### src/io_pkg.sv
// Shared constants and carrier types for the port pin block
package io_pkg;
	// I/O addresses
	localparam logic [5:0] ADDR_A_PINS = 6'h00;
	localparam logic [5:0] ADDR_A_DIR = 6'h01;
	localparam logic [5:0] ADDR_A_DATA = 6'h02;
	localparam logic [5:0] ADDR_B_PINS = 6'h03;
	localparam logic [5:0] ADDR_B_DIR = 6'h04;
	localparam logic [5:0] ADDR_B_DATA = 6'h05;
	localparam logic [5:0] ADDR_C_DATA = 6'h08;
	localparam logic [5:0] ADDR_D_PINS = 6'h09;
	localparam logic [5:0] ADDR_D_DIR = 6'h0a;
	localparam logic [5:0] ADDR_D_DATA = 6'h0b;
	localparam logic [5:0] ADDR_CORE_CTRL = 6'h35;
	// Reset values and implemented-bit masks
	localparam logic [7:0] RST_PORT = 8'h00;
	localparam logic [7:0] RST_CORE_CTRL = 8'h00;
	localparam logic [7:0] MASK_FULL = 8'hff;
	localparam logic [7:0] MASK_PORT_D = 8'h03;
	localparam logic [7:0] MASK_CORE_CTRL = 8'h93;
	localparam logic [7:0] READ_UNMAPPED = 8'h00;
	// Field positions
	localparam int PUD_BIT = 4;
	localparam int PIN_TCK = 3;
	localparam int PIN_TMS = 2;
	localparam int PIN_TDI = 1;
	localparam int PIN_TDO = 0;
	localparam int PIN_OC_A = 6;
	localparam int PIN_OC_B = 7;
	localparam int PIN_T0 = 0;
	localparam int SYNC_STAGES = 3;

	// Override signals for one 8-pin port
	typedef struct packed {
		logic [7:0] pullup_override_enable;
		logic [7:0] pullup_override_value;
		logic [7:0] direction_override_enable;
		logic [7:0] direction_override_value;
		logic [7:0] value_override_enable;
		logic [7:0] value_override_value;
		logic [7:0] input_enable_override_enable;
		logic [7:0] input_enable_override_value;
	} pin_override_t;

	// What a port drives onto its pads
	typedef struct packed {
		logic [7:0] out;
		logic [7:0] oe;
		logic [7:0] pu;
	} pin_drive_t;
endpackage

### src/gpio_ports.sv
// Low-voltage ports A, B, D and open-collector port C with register file
`timescale 1ns/1ps
`default_nettype none
module gpio_ports #(
	parameter int HV_W = 4
) (
	// Clock, reset, enable
	input wire logic mclk_i,
	input wire logic arst_n_i,
	input wire logic ce_i,
	// CPU I/O bus
	input wire logic [5:0] io_addr_i,
	input wire logic io_wr_i,
	input wire logic io_rd_i,
	input wire logic [7:0] io_wdata_i,
	input wire logic io_bit_set_i,
	input wire logic io_bit_clr_i,
	input wire logic [2:0] io_bit_i,
	output logic [7:0] io_rdata_o,
	// Core control register contents
	output logic [7:0] core_control_o,
	// Port A pads
	input wire logic [7:0] pa_in_i,
	output io_pkg::pin_drive_t pa_drive_o,
	// Port B pads
	input wire logic [7:0] pb_in_i,
	output io_pkg::pin_drive_t pb_drive_o,
	// Port D pads
	input wire logic [1:0] pd_in_i,
	output io_pkg::pin_drive_t pd_drive_o,
	// Port C open-collector pads
	output logic [HV_W-1:0] pc_out_o,
	output logic [HV_W-1:0] pc_oe_o,
	// Test access controller
	input wire logic test_access_enable_i,
	input wire logic instruction_shift_state_i,
	input wire logic data_shift_state_i,
	input wire logic test_data_out_i,
	output logic test_clock_o,
	output logic test_mode_o,
	output logic test_data_in_o,
	// Timer
	input wire logic timer0_compare_en_a_i,
	input wire logic timer0_compare_out_a_i,
	input wire logic timer0_compare_en_b_i,
	input wire logic timer0_compare_out_b_i,
	output logic timer0_external_count_input_o,
	// Pin change sources
	output logic [7:0] pin_change_a_o,
	output logic [7:0] pin_change_b_o
);
	if (HV_W < 1 || HV_W > 8)
	begin
		$error("gpio_ports high-voltage width must be 1 to 8");
	end

	// Register state
	logic [7:0] pa_dir_r;
	logic [7:0] pa_data_r;
	logic [7:0] pb_dir_r;
	logic [7:0] pb_data_r;
	logic [1:0] pd_dir_r;
	logic [1:0] pd_data_r;
	logic [HV_W-1:0] pc_data_r;
	logic [7:0] core_ctrl_r;

	// Next values
	logic [7:0] pa_dir_nxt;
	logic [7:0] pa_data_nxt;
	logic [7:0] pb_dir_nxt;
	logic [7:0] pb_data_nxt;
	logic [7:0] pd_dir_nxt;
	logic [7:0] pd_data_nxt;
	logic [7:0] pc_data_nxt;
	logic [7:0] core_ctrl_nxt;
	logic [7:0] rdata_nxt;

	// Synchronised pins
	logic [7:0] pa_lvl;
	logic [7:0] pb_lvl;
	logic [1:0] pd_lvl;

	// Resolved controls
	logic [7:0] pa_oe;
	logic [7:0] pa_out;
	logic [7:0] pa_pu;
	logic [7:0] pa_die;
	logic [7:0] pb_oe;
	logic [7:0] pb_out;
	logic [7:0] pb_pu;
	logic [7:0] pb_die;
	logic [1:0] pd_oe;
	logic [1:0] pd_out;
	logic [1:0] pd_pu;
	logic [1:0] pd_die;

	io_pkg::pin_override_t pb_ovr;
	io_pkg::pin_override_t no_ovr;
	logic pullup_disable;
	logic tae;
	logic tdo_drive;
	logic [7:0] pc_wide;

	// One bus request, handed to the register update as a whole
	typedef struct packed {
		logic [5:0] addr;
		logic wr;
		logic bit_set;
		logic bit_clr;
		logic [2:0] idx;
		logic [7:0] wdata;
	} bus_req_t;
	bus_req_t bus_req;

	// Next value of one register under a byte write or a single-bit operation
	// The request is an argument: ports read from inside the function would be
	// invisible to the sensitivity of the assigns that call it
	function automatic logic [7:0] reg_next(
		input logic [7:0] cur,
		input logic [5:0] addr,
		input logic [7:0] mask,
		input bus_req_t req
	);
		logic [7:0] bit_sel;
		logic [7:0] res;
		bit_sel = 8'h01 << req.idx;
		res = cur;
		if (req.addr == addr)
		begin
			if (req.wr)
				res = req.wdata;
			else if (req.bit_set)
				res = cur | bit_sel;
			else if (req.bit_clr)
				res = cur & ~bit_sel;
		end
		return res & mask;
	endfunction

	assign pullup_disable = core_ctrl_r[io_pkg::PUD_BIT];
	assign tae = test_access_enable_i;
	assign tdo_drive = instruction_shift_state_i | data_shift_state_i;
	assign no_ovr = '0;
	assign bus_req = '{addr: io_addr_i, wr: io_wr_i, bit_set: io_bit_set_i,
		bit_clr: io_bit_clr_i, idx: io_bit_i, wdata: io_wdata_i};

	// Port B overrides: test pins on 3..0, compare outputs on 7..6
	always_comb
	begin
		pb_ovr = '0;
		pb_ovr.pullup_override_enable[3:0] = {4{tae}};
		pb_ovr.direction_override_enable[3:0] = {4{tae}};
		pb_ovr.input_enable_override_enable[3:0] = {4{tae}};
		pb_ovr.pullup_override_value[io_pkg::PIN_TCK] = 1'b1;
		pb_ovr.pullup_override_value[io_pkg::PIN_TMS] = 1'b1;
		pb_ovr.pullup_override_value[io_pkg::PIN_TDI] = 1'b1;
		pb_ovr.pullup_override_value[io_pkg::PIN_TDO] = 1'b0;
		pb_ovr.direction_override_value[io_pkg::PIN_TDO] = tdo_drive;
		pb_ovr.value_override_enable[io_pkg::PIN_TDO] = tae;
		pb_ovr.value_override_value[io_pkg::PIN_TDO] = test_data_out_i;
		pb_ovr.value_override_enable[io_pkg::PIN_OC_A] = timer0_compare_en_a_i;
		pb_ovr.value_override_value[io_pkg::PIN_OC_A] = timer0_compare_out_a_i;
		pb_ovr.value_override_enable[io_pkg::PIN_OC_B] = timer0_compare_en_b_i;
		pb_ovr.value_override_value[io_pkg::PIN_OC_B] = timer0_compare_out_b_i;
	end

	// Direction stays with software on compare pins, so the output needs it set
	port_pin_ctrl #(.W(8)) u_ctrl_a (
		.dir_i(pa_dir_r),
		.data_i(pa_data_r),
		.pullup_disable_i(pullup_disable),
		.ovr_i(no_ovr),
		.oe_o(pa_oe),
		.out_o(pa_out),
		.pu_o(pa_pu),
		.die_o(pa_die)
	);

	port_pin_ctrl #(.W(8)) u_ctrl_b (
		.dir_i(pb_dir_r),
		.data_i(pb_data_r),
		.pullup_disable_i(pullup_disable),
		.ovr_i(pb_ovr),
		.oe_o(pb_oe),
		.out_o(pb_out),
		.pu_o(pb_pu),
		.die_o(pb_die)
	);

	// Count source on pin 0 takes the level only, no override
	port_pin_ctrl #(.W(2)) u_ctrl_d (
		.dir_i(pd_dir_r),
		.data_i(pd_data_r),
		.pullup_disable_i(pullup_disable),
		.ovr_i(no_ovr),
		.oe_o(pd_oe),
		.out_o(pd_out),
		.pu_o(pd_pu),
		.die_o(pd_die)
	);

	pin_sync #(.W(8)) u_sync_a (
		.mclk_i(mclk_i),
		.arst_n_i(arst_n_i),
		.ce_i(ce_i),
		.pin_i(pa_in_i),
		.level_o(pa_lvl)
	);

	pin_sync #(.W(8)) u_sync_b (
		.mclk_i(mclk_i),
		.arst_n_i(arst_n_i),
		.ce_i(ce_i),
		.pin_i(pb_in_i),
		.level_o(pb_lvl)
	);

	pin_sync #(.W(2)) u_sync_d (
		.mclk_i(mclk_i),
		.arst_n_i(arst_n_i),
		.ce_i(ce_i),
		.pin_i(pd_in_i),
		.level_o(pd_lvl)
	);

	// Register next values; pin registers take no writes
	assign pa_dir_nxt = reg_next(pa_dir_r, io_pkg::ADDR_A_DIR, io_pkg::MASK_FULL, bus_req);
	assign pa_data_nxt = reg_next(pa_data_r, io_pkg::ADDR_A_DATA, io_pkg::MASK_FULL, bus_req);
	assign pb_dir_nxt = reg_next(pb_dir_r, io_pkg::ADDR_B_DIR, io_pkg::MASK_FULL,
		bus_req);
	assign pb_data_nxt = reg_next(pb_data_r, io_pkg::ADDR_B_DATA, io_pkg::MASK_FULL,
		bus_req);
	assign pd_dir_nxt = reg_next({6'h00, pd_dir_r}, io_pkg::ADDR_D_DIR,
		io_pkg::MASK_PORT_D, bus_req);
	assign pd_data_nxt = reg_next({6'h00, pd_data_r}, io_pkg::ADDR_D_DATA,
		io_pkg::MASK_PORT_D, bus_req);
	assign pc_wide = {{(8-HV_W){1'b0}}, pc_data_r};
	// Bit operations touch only the selected bit of the high-voltage port
	assign pc_data_nxt = reg_next(pc_wide, io_pkg::ADDR_C_DATA,
		io_pkg::MASK_FULL, bus_req);
	assign core_ctrl_nxt = reg_next(core_ctrl_r, io_pkg::ADDR_CORE_CTRL,
		io_pkg::MASK_CORE_CTRL, bus_req);

	// Read mux; disabled digital inputs read as zero
	always_comb
	begin
		case (io_addr_i)
			io_pkg::ADDR_A_PINS: rdata_nxt = pa_lvl & pa_die;
			io_pkg::ADDR_A_DIR: rdata_nxt = pa_dir_r;
			io_pkg::ADDR_A_DATA: rdata_nxt = pa_data_r;
			io_pkg::ADDR_B_PINS: rdata_nxt = pb_lvl & pb_die;
			io_pkg::ADDR_B_DIR: rdata_nxt = pb_dir_r;
			io_pkg::ADDR_B_DATA: rdata_nxt = pb_data_r;
			io_pkg::ADDR_C_DATA: rdata_nxt = pc_wide;
			io_pkg::ADDR_D_PINS: rdata_nxt = {6'h00, pd_lvl & pd_die};
			io_pkg::ADDR_D_DIR: rdata_nxt = {6'h00, pd_dir_r};
			io_pkg::ADDR_D_DATA: rdata_nxt = {6'h00, pd_data_r};
			io_pkg::ADDR_CORE_CTRL: rdata_nxt = core_ctrl_r;
			default: rdata_nxt = io_pkg::READ_UNMAPPED;
		endcase
	end

	// Register file
	always_ff @(posedge mclk_i or negedge arst_n_i)
	begin
		if (!arst_n_i)
		begin
			pa_dir_r <= io_pkg::RST_PORT;
			pa_data_r <= io_pkg::RST_PORT;
			pb_dir_r <= io_pkg::RST_PORT;
			pb_data_r <= io_pkg::RST_PORT;
			pd_dir_r <= io_pkg::RST_PORT[1:0];
			pd_data_r <= io_pkg::RST_PORT[1:0];
			pc_data_r <= io_pkg::RST_PORT[HV_W-1:0];
			core_ctrl_r <= io_pkg::RST_CORE_CTRL;
			io_rdata_o <= io_pkg::READ_UNMAPPED;
		end
		else if (ce_i)
		begin
			pa_dir_r <= pa_dir_nxt;
			pa_data_r <= pa_data_nxt;
			pb_dir_r <= pb_dir_nxt;
			pb_data_r <= pb_data_nxt;
			pd_dir_r <= pd_dir_nxt[1:0];
			pd_data_r <= pd_data_nxt[1:0];
			pc_data_r <= pc_data_nxt[HV_W-1:0];
			core_ctrl_r <= core_ctrl_nxt;
			if (io_rd_i)
				io_rdata_o <= rdata_nxt;
		end
	end

	// Pad drive registers; the async reset releases every pad at once
	always_ff @(posedge mclk_i or negedge arst_n_i)
	begin
		if (!arst_n_i)
		begin
			pa_drive_o <= '0;
			pb_drive_o <= '0;
			pd_drive_o <= '0;
			pc_out_o <= '0;
			pc_oe_o <= '0;
			core_control_o <= io_pkg::RST_CORE_CTRL;
		end
		else if (ce_i)
		begin
			pa_drive_o <= '{out: pa_out, oe: pa_oe, pu: pa_pu};
			pb_drive_o <= '{out: pb_out, oe: pb_oe, pu: pb_pu};
			pd_drive_o <= '{out: {6'h00, pd_out}, oe: {6'h00, pd_oe}, pu: {6'h00, pd_pu}};
			// Open collector: only ever drives low
			pc_out_o <= '0;
			pc_oe_o <= pc_data_r;
			core_control_o <= core_ctrl_r;
		end
	end

	// Alternate-function inputs, taken from the synchroniser; test inputs gated by test access enable, the rest regardless of ownership
	always_ff @(posedge mclk_i or negedge arst_n_i)
	begin
		if (!arst_n_i)
		begin
			test_clock_o <= 1'b0;
			test_mode_o <= 1'b0;
			test_data_in_o <= 1'b0;
			timer0_external_count_input_o <= 1'b0;
			pin_change_a_o <= '0;
			pin_change_b_o <= '0;
		end
		else if (ce_i)
		begin
			test_clock_o <= tae & pb_lvl[io_pkg::PIN_TCK];
			test_mode_o <= tae & pb_lvl[io_pkg::PIN_TMS];
			test_data_in_o <= tae & pb_lvl[io_pkg::PIN_TDI];
			timer0_external_count_input_o <= pd_lvl[io_pkg::PIN_T0];
			pin_change_a_o <= pa_lvl;
			pin_change_b_o <= pb_lvl;
		end
	end
endmodule
`default_nettype wire

### src/pin_sync.sv
// Three-stage pin synchroniser with agreement filter
`timescale 1ns/1ps
`default_nettype none
module pin_sync #(
	parameter int W = 8
) (
	// Clock, reset, enable
	input wire logic mclk_i,
	input wire logic arst_n_i,
	input wire logic ce_i,
	// Pins and synchronised levels
	input wire logic [W-1:0] pin_i,
	output logic [W-1:0] level_o
);
	logic [W-1:0] s1_r;
	logic [W-1:0] s2_r;
	logic [W-1:0] s3_r;
	logic [W-1:0] level_nxt;

	if (W < 1 || W > 8)
	begin
		$error("pin_sync width must be 1 to 8");
	end

	// A change only counts once stages two and three agree
	assign level_nxt = (s2_r == s3_r) ? s3_r : level_o;

	always_ff @(posedge mclk_i or negedge arst_n_i)
	begin
		if (!arst_n_i)
		begin
			s1_r <= '0;
			s2_r <= '0;
			s3_r <= '0;
			level_o <= '0;
		end
		else if (ce_i)
		begin
			s1_r <= pin_i;
			s2_r <= s1_r;
			s3_r <= s2_r;
			level_o <= level_nxt;
		end
	end
endmodule
`default_nettype wire

### src/port_pin_ctrl.sv
// Per-pin resolution of port registers against alternate-function overrides
`timescale 1ns/1ps
`default_nettype none
module port_pin_ctrl #(
	parameter int W = 8
) (
	// Port registers
	input wire logic [W-1:0] dir_i,
	input wire logic [W-1:0] data_i,
	input wire logic pullup_disable_i,
	// Overrides
	input wire io_pkg::pin_override_t ovr_i,
	// Resolved pad controls
	output logic [W-1:0] oe_o,
	output logic [W-1:0] out_o,
	output logic [W-1:0] pu_o,
	output logic [W-1:0] die_o
);
	if (W < 1 || W > 8)
	begin
		$error("port_pin_ctrl width must be 1 to 8");
	end

	for (genvar n = 0; n < W; n++)
	begin : g_pin
		// Override pull-up ignores direction, data and the global disable
		assign pu_o[n] = ovr_i.pullup_override_enable[n] ? ovr_i.pullup_override_value[n]
			: (!dir_i[n] && data_i[n] && !pullup_disable_i);
		assign oe_o[n] = ovr_i.direction_override_enable[n] ? ovr_i.direction_override_value[n] : dir_i[n];
		assign out_o[n] = ovr_i.value_override_enable[n] ? ovr_i.value_override_value[n] : data_i[n];
		assign die_o[n] = ovr_i.input_enable_override_enable[n] ? ovr_i.input_enable_override_value[n] : 1'b1;
	end
endmodule
`default_nettype wire
### config.mk
export PLATFORM = sky130hd
export DESIGN_NAME = gpio_ports
export DESIGN_NICKNAME = d
export VERILOG_FILES = /design/src/io_pkg.sv /design/src/gpio_ports.sv /design/src/pin_sync.sv /design/src/port_pin_ctrl.sv
export SDC_FILE = /design/constraint.sdc
export NUM_CORES = 1
export LEC_CHECK = 0
export CORE_MARGIN = 2
export CORE_UTILIZATION = 40
export DETAILED_ROUTE_END_ITERATION = 8
export DONT_BUFFER_PORTS = 1
export PLACE_DENSITY = 0.62
export SYNTH_ARGS = -nofsm -noshare
export SYNTH_HDL_FRONTEND = slang
export SYNTH_SLANG_ARGS = --single-unit
### constraint.sdc
create_clock -name mclk_i -period 1.5 [get_ports mclk_i]
set_input_delay 0.15 -clock mclk_i [delete_from_list [all_inputs] [get_ports mclk_i]]
set_output_delay 0.15 -clock mclk_i [all_outputs]
set_load 0.005 [all_outputs]
==> summary.md <==
| Metric | Value |
|---|---|
| Status | finished, violations left |
| Failing checks | hold timing, setup timing |
| Setup TNS | -0.4958 ns |
| Switching Share | 24.62% |
| Fin area | 12,390 µm² |
| Seq/Total Area, Yosys | 54.35% |
| WP data required | 1.89 ns |
| Flip-flop and latch count after synthesis | 206 |
| WL/cell | 20.67 µm |
| Share of layout cells above drive strength 1 | 32.80% |
| Vias in the first global route | 6,716 |
| Initial antenna violation count | 0 |
| Worst-margin pin slew | 0.6365 ns |
| Pin count of the biggest net entering global routing | 207 |
| I/O pin total | 166 |
| Clock-pin transition on the worst setup and hold timing paths | 0.06 ns |
| Mapped Cells | 756 |
| GPL Wtd Cong | 0.8910 |
| Core Rows | 56 |
| Via density | 5.217 |
| Count of different cell masters after synthesis | 56 |
| Detailed placement HPWL | 16,410 µm |
| Worst Skew | 0.01448 ns |
| Die Wd | 158.0 µm |
| WL final | 26,060 µm |
| Max Root-Sink Buffers | 3 |
| Family with the most delay on the worst path | simple AND/OR/NAND/NOR gates |
| Master of the slowest instance on the critical path | dfrtp_1 |
| Critical-path cell list | xnor2_1, nand3_1, nor3_4, buf_12, mux2_4 |
| Die Y | 158.0 µm |
| DRC viols | 0 |
| VDD IR max | 933.1 µV |
| Worst skew pair latency | 0.52 ns |
| Root Buffer | clkbuf_16 |
| Power per cell area | 1187 nW/µm² |
| LEAKAGE | 5.737 nW |
| CTS H-tree depth | 1 |
| Core area | 23,400 µm² |
| Hold crit path type | input pin to async pin |
| Number of buffers and inverters on the critical path | 1 |
| Max Slew Vio Count | 0 |
| Setup ws final | -0.05643 ns |
| Pre-antenna DRT Iters | 5 |
| Synth Flop Type | dfrtp_1 |
| Cell Area, Synth | 9484 µm² |
| EDFF count, synth | 0 |
| CTS Buf Count | 24 |
| Initial DRC Count | 502 |
| Clk sink count | 206 |
| Setup crit end kind | flop |
| Minimum clock period | 1.556 ns |
| RSZ-0062 raised after global routing | yes |
| CP peak stage delay | 0.39 ns |
| Die area | 24,960 µm² |
| Fin Hold WS | -0.6487 ns |
| Fmax | 0.6425 GHz |
| Post-route clock period utilization | 103.8% |
| First-pass GRT wire length | 39,310 µm |
| Area Overhead vs Synth | 30.67% |
| Worst Path Arrival | 1.95 ns |
| Starting Density | 40.53% |
| Flop pwr share | 46.5% |
| CTS tree | yes |
| Rel. slew slack | 57.57% |
| Vias | 6,579 |
| Final Power | 14.71 mW |
| Critical Path Source Type | flop |
| Clock power share | 37.7% |
| Combinational share of power | 15.8% |
| Final Setup Violations | 16 |
| ANT cells | 0 |
| Grt total ovfl | 0 |
| Crit Path Class | flop to flop |
| Final hold violation count | 206 |
| Synth Warn # | 0 |
| Internal power | 11.09 mW |
| Crit path max fanout | 6 |
| Syn_area_per_cell | 12.55 µm² |
| Final nets | 981 |
| Post-route ant nets | 0 |
| Ys async rst share | 100.0% |
| Max-Cap Viols | 0 |
| P_sw | 3.622 mW |
| PortBufs | 0 |
| Cell Area, Placed | 10,260 µm² |
| All-Layer GR Usage | 20.75% |
layout by cell type (no fill, tap or decap), types with 16 or more instances in the layout:
cell / netlist / layout
conb_1: 1 / 26
o21ai_0: 17 / 17
mux2_4: 0 / 21
nor2_1: 34 / 28
clkbuf_16: 0 / 25
dfrtp_1: 206 / 206
buf_4: 26 / 63
dlygate4sd3_1: 0 / 115
mux2i_1: 19 / 19
nand2_1: 42 / 42
mux2_2: 166 / 150
xnor2_1: 18 / 16
metrics by stage:
step / cells / util [%] / worst slack (ns)
6_report: 1261 / 52.96 / -0.05643
5_1_grt: 1261 / 52.96 / -0.1432
4_1_cts: 1256 / 52.41 / -0.08436
3_5_place_dp: 1098 / 43.83 / -0.3893
3_3_place_gp: 1098 / 43.83 / -0.3813
2_1_floorplan: 781 / - / -0.3908
Yosys cell counts, types with 14 or more instances:
| master | number | area, µm² |
|---|---|---|
| nand2_1 | 42 | 157.7 |
| dfrtp_1 | 206 | 5155 |
| nor2_1 | 34 | 127.6 |
| nand3_1 | 14 | 70.07 |
| buf_4 | 26 | 195.2 |
| mux2_2 | 166 | 1869 |
| inv_1 | 14 | 52.55 |
| nor3b_1 | 15 | 112.6 |
| mux2_1 | 19 | 214.0 |
| clkbuf_1 | 29 | 108.9 |
| xnor2_1 | 18 | 157.7 |
| o21ai_0 | 17 | 85.08 |
| mux2i_1 | 19 | 190.2 |
| nor3_1 | 15 | 75.07 |
metal layers:
metal  wire, µm  global-route usage [%]  vias to the layer above
met1      11330                   27.82                     3297
met4        926                   7.250                        0
met2      11960                   32.98                      230
met3       1852                   4.982                       62
li1           -                       -                     2990
met5          0                       0                        -
worst register-to-register path, delay by kind of cell (launching register included):
kind                      cells  cell delay (ns)
and+or+nand+nor               2             0.41
DFF                           1             0.39
muxes                         1             0.30
xor gates and xnor gates      1             0.17
buffers and inverters         1             0.16
layout make-up:
| cell class | count | area (µm²) |
|---|---|---|
| Timing Repair Buffer | 192 | 1851 |
| Clock buffer | 32 | 681.9 |
| Fill cell | 2035 | 11010 |
| Tap cell | 319 | 399.1 |
| Clock inverter | 5 | 50.05 |
| Multi-Input combinational cell | 493 | 4204 |
| Sequential cell | 206 | 5155 |
| Inverter | 14 | 52.55 |
final timing paths:
kind,startpoint,to,slack (ns),cells after the start
min in group mclk_i,test_access_enable_i,pb_drive_o[8]$_DFFE_PN0P_,0.01,2
min,arst_n_i,pb_drive_o[18]$_DFFE_PN0P_,-0.65,0
max in group asynchronous,arst_n_i,pb_drive_o[22]$_DFFE_PN0P_,1.61,0
max reg2reg,u_sync_a.s3_r[5]$_DFFE_PN0P_,u_sync_a.level_o[6]$_DFFE_PN0P_,-0.06,5
max,u_sync_a.s3_r[5]$_DFFE_PN0P_,u_sync_a.level_o[6]$_DFFE_PN0P_,-0.06,5
min reg2reg,pb_drive_o[21]$_DFFE_PN0P_,pb_drive_o[21]$_DFFE_PN0P_,0.53,1
power by group through the flow:
stage          Combinational [mW]  Sequential [mW]  Clock (mW)
2_1_floorplan                1.25             6.68           0
3_3_place_gp                 1.52             6.91           0
3_5_place_dp                 1.55             6.93           0
4_1_cts                      2.22             6.83        5.69
5_1_grt                      2.51             6.92        5.94
6_report                     2.32             6.83        5.55
timing repair:
item | 4_1_cts | 5_1_grt
hold buffers | 120 | 1
pin swaps | 5 | 7
setup endpoints to repair | 16 | 25
resized for setup | 12 | 22
buffers inserted | 1 | 5
endpoints found under the hold margin | 360 | 207
kinds of logic (layout without fill, tap and decap cells):
| group | after synthesis | after routing | synth area share, % |
|---|---|---|---|
| xor gates and xnor gates | 18 | 18 | 1.662 |
| muxes | 204 | 204 | 23.97 |
| and+or+nand+nor | 171 | 171 | 10.01 |
| AOI/OAI and AO/OA | 74 | 74 | 5.277 |
| DFF | 206 | 206 | 54.35 |
| buffers and inverters | 82 | 243 | 4.683 |
| other | 1 | 26 | 0.03954 |
Power figures use the tool's default switching activity.
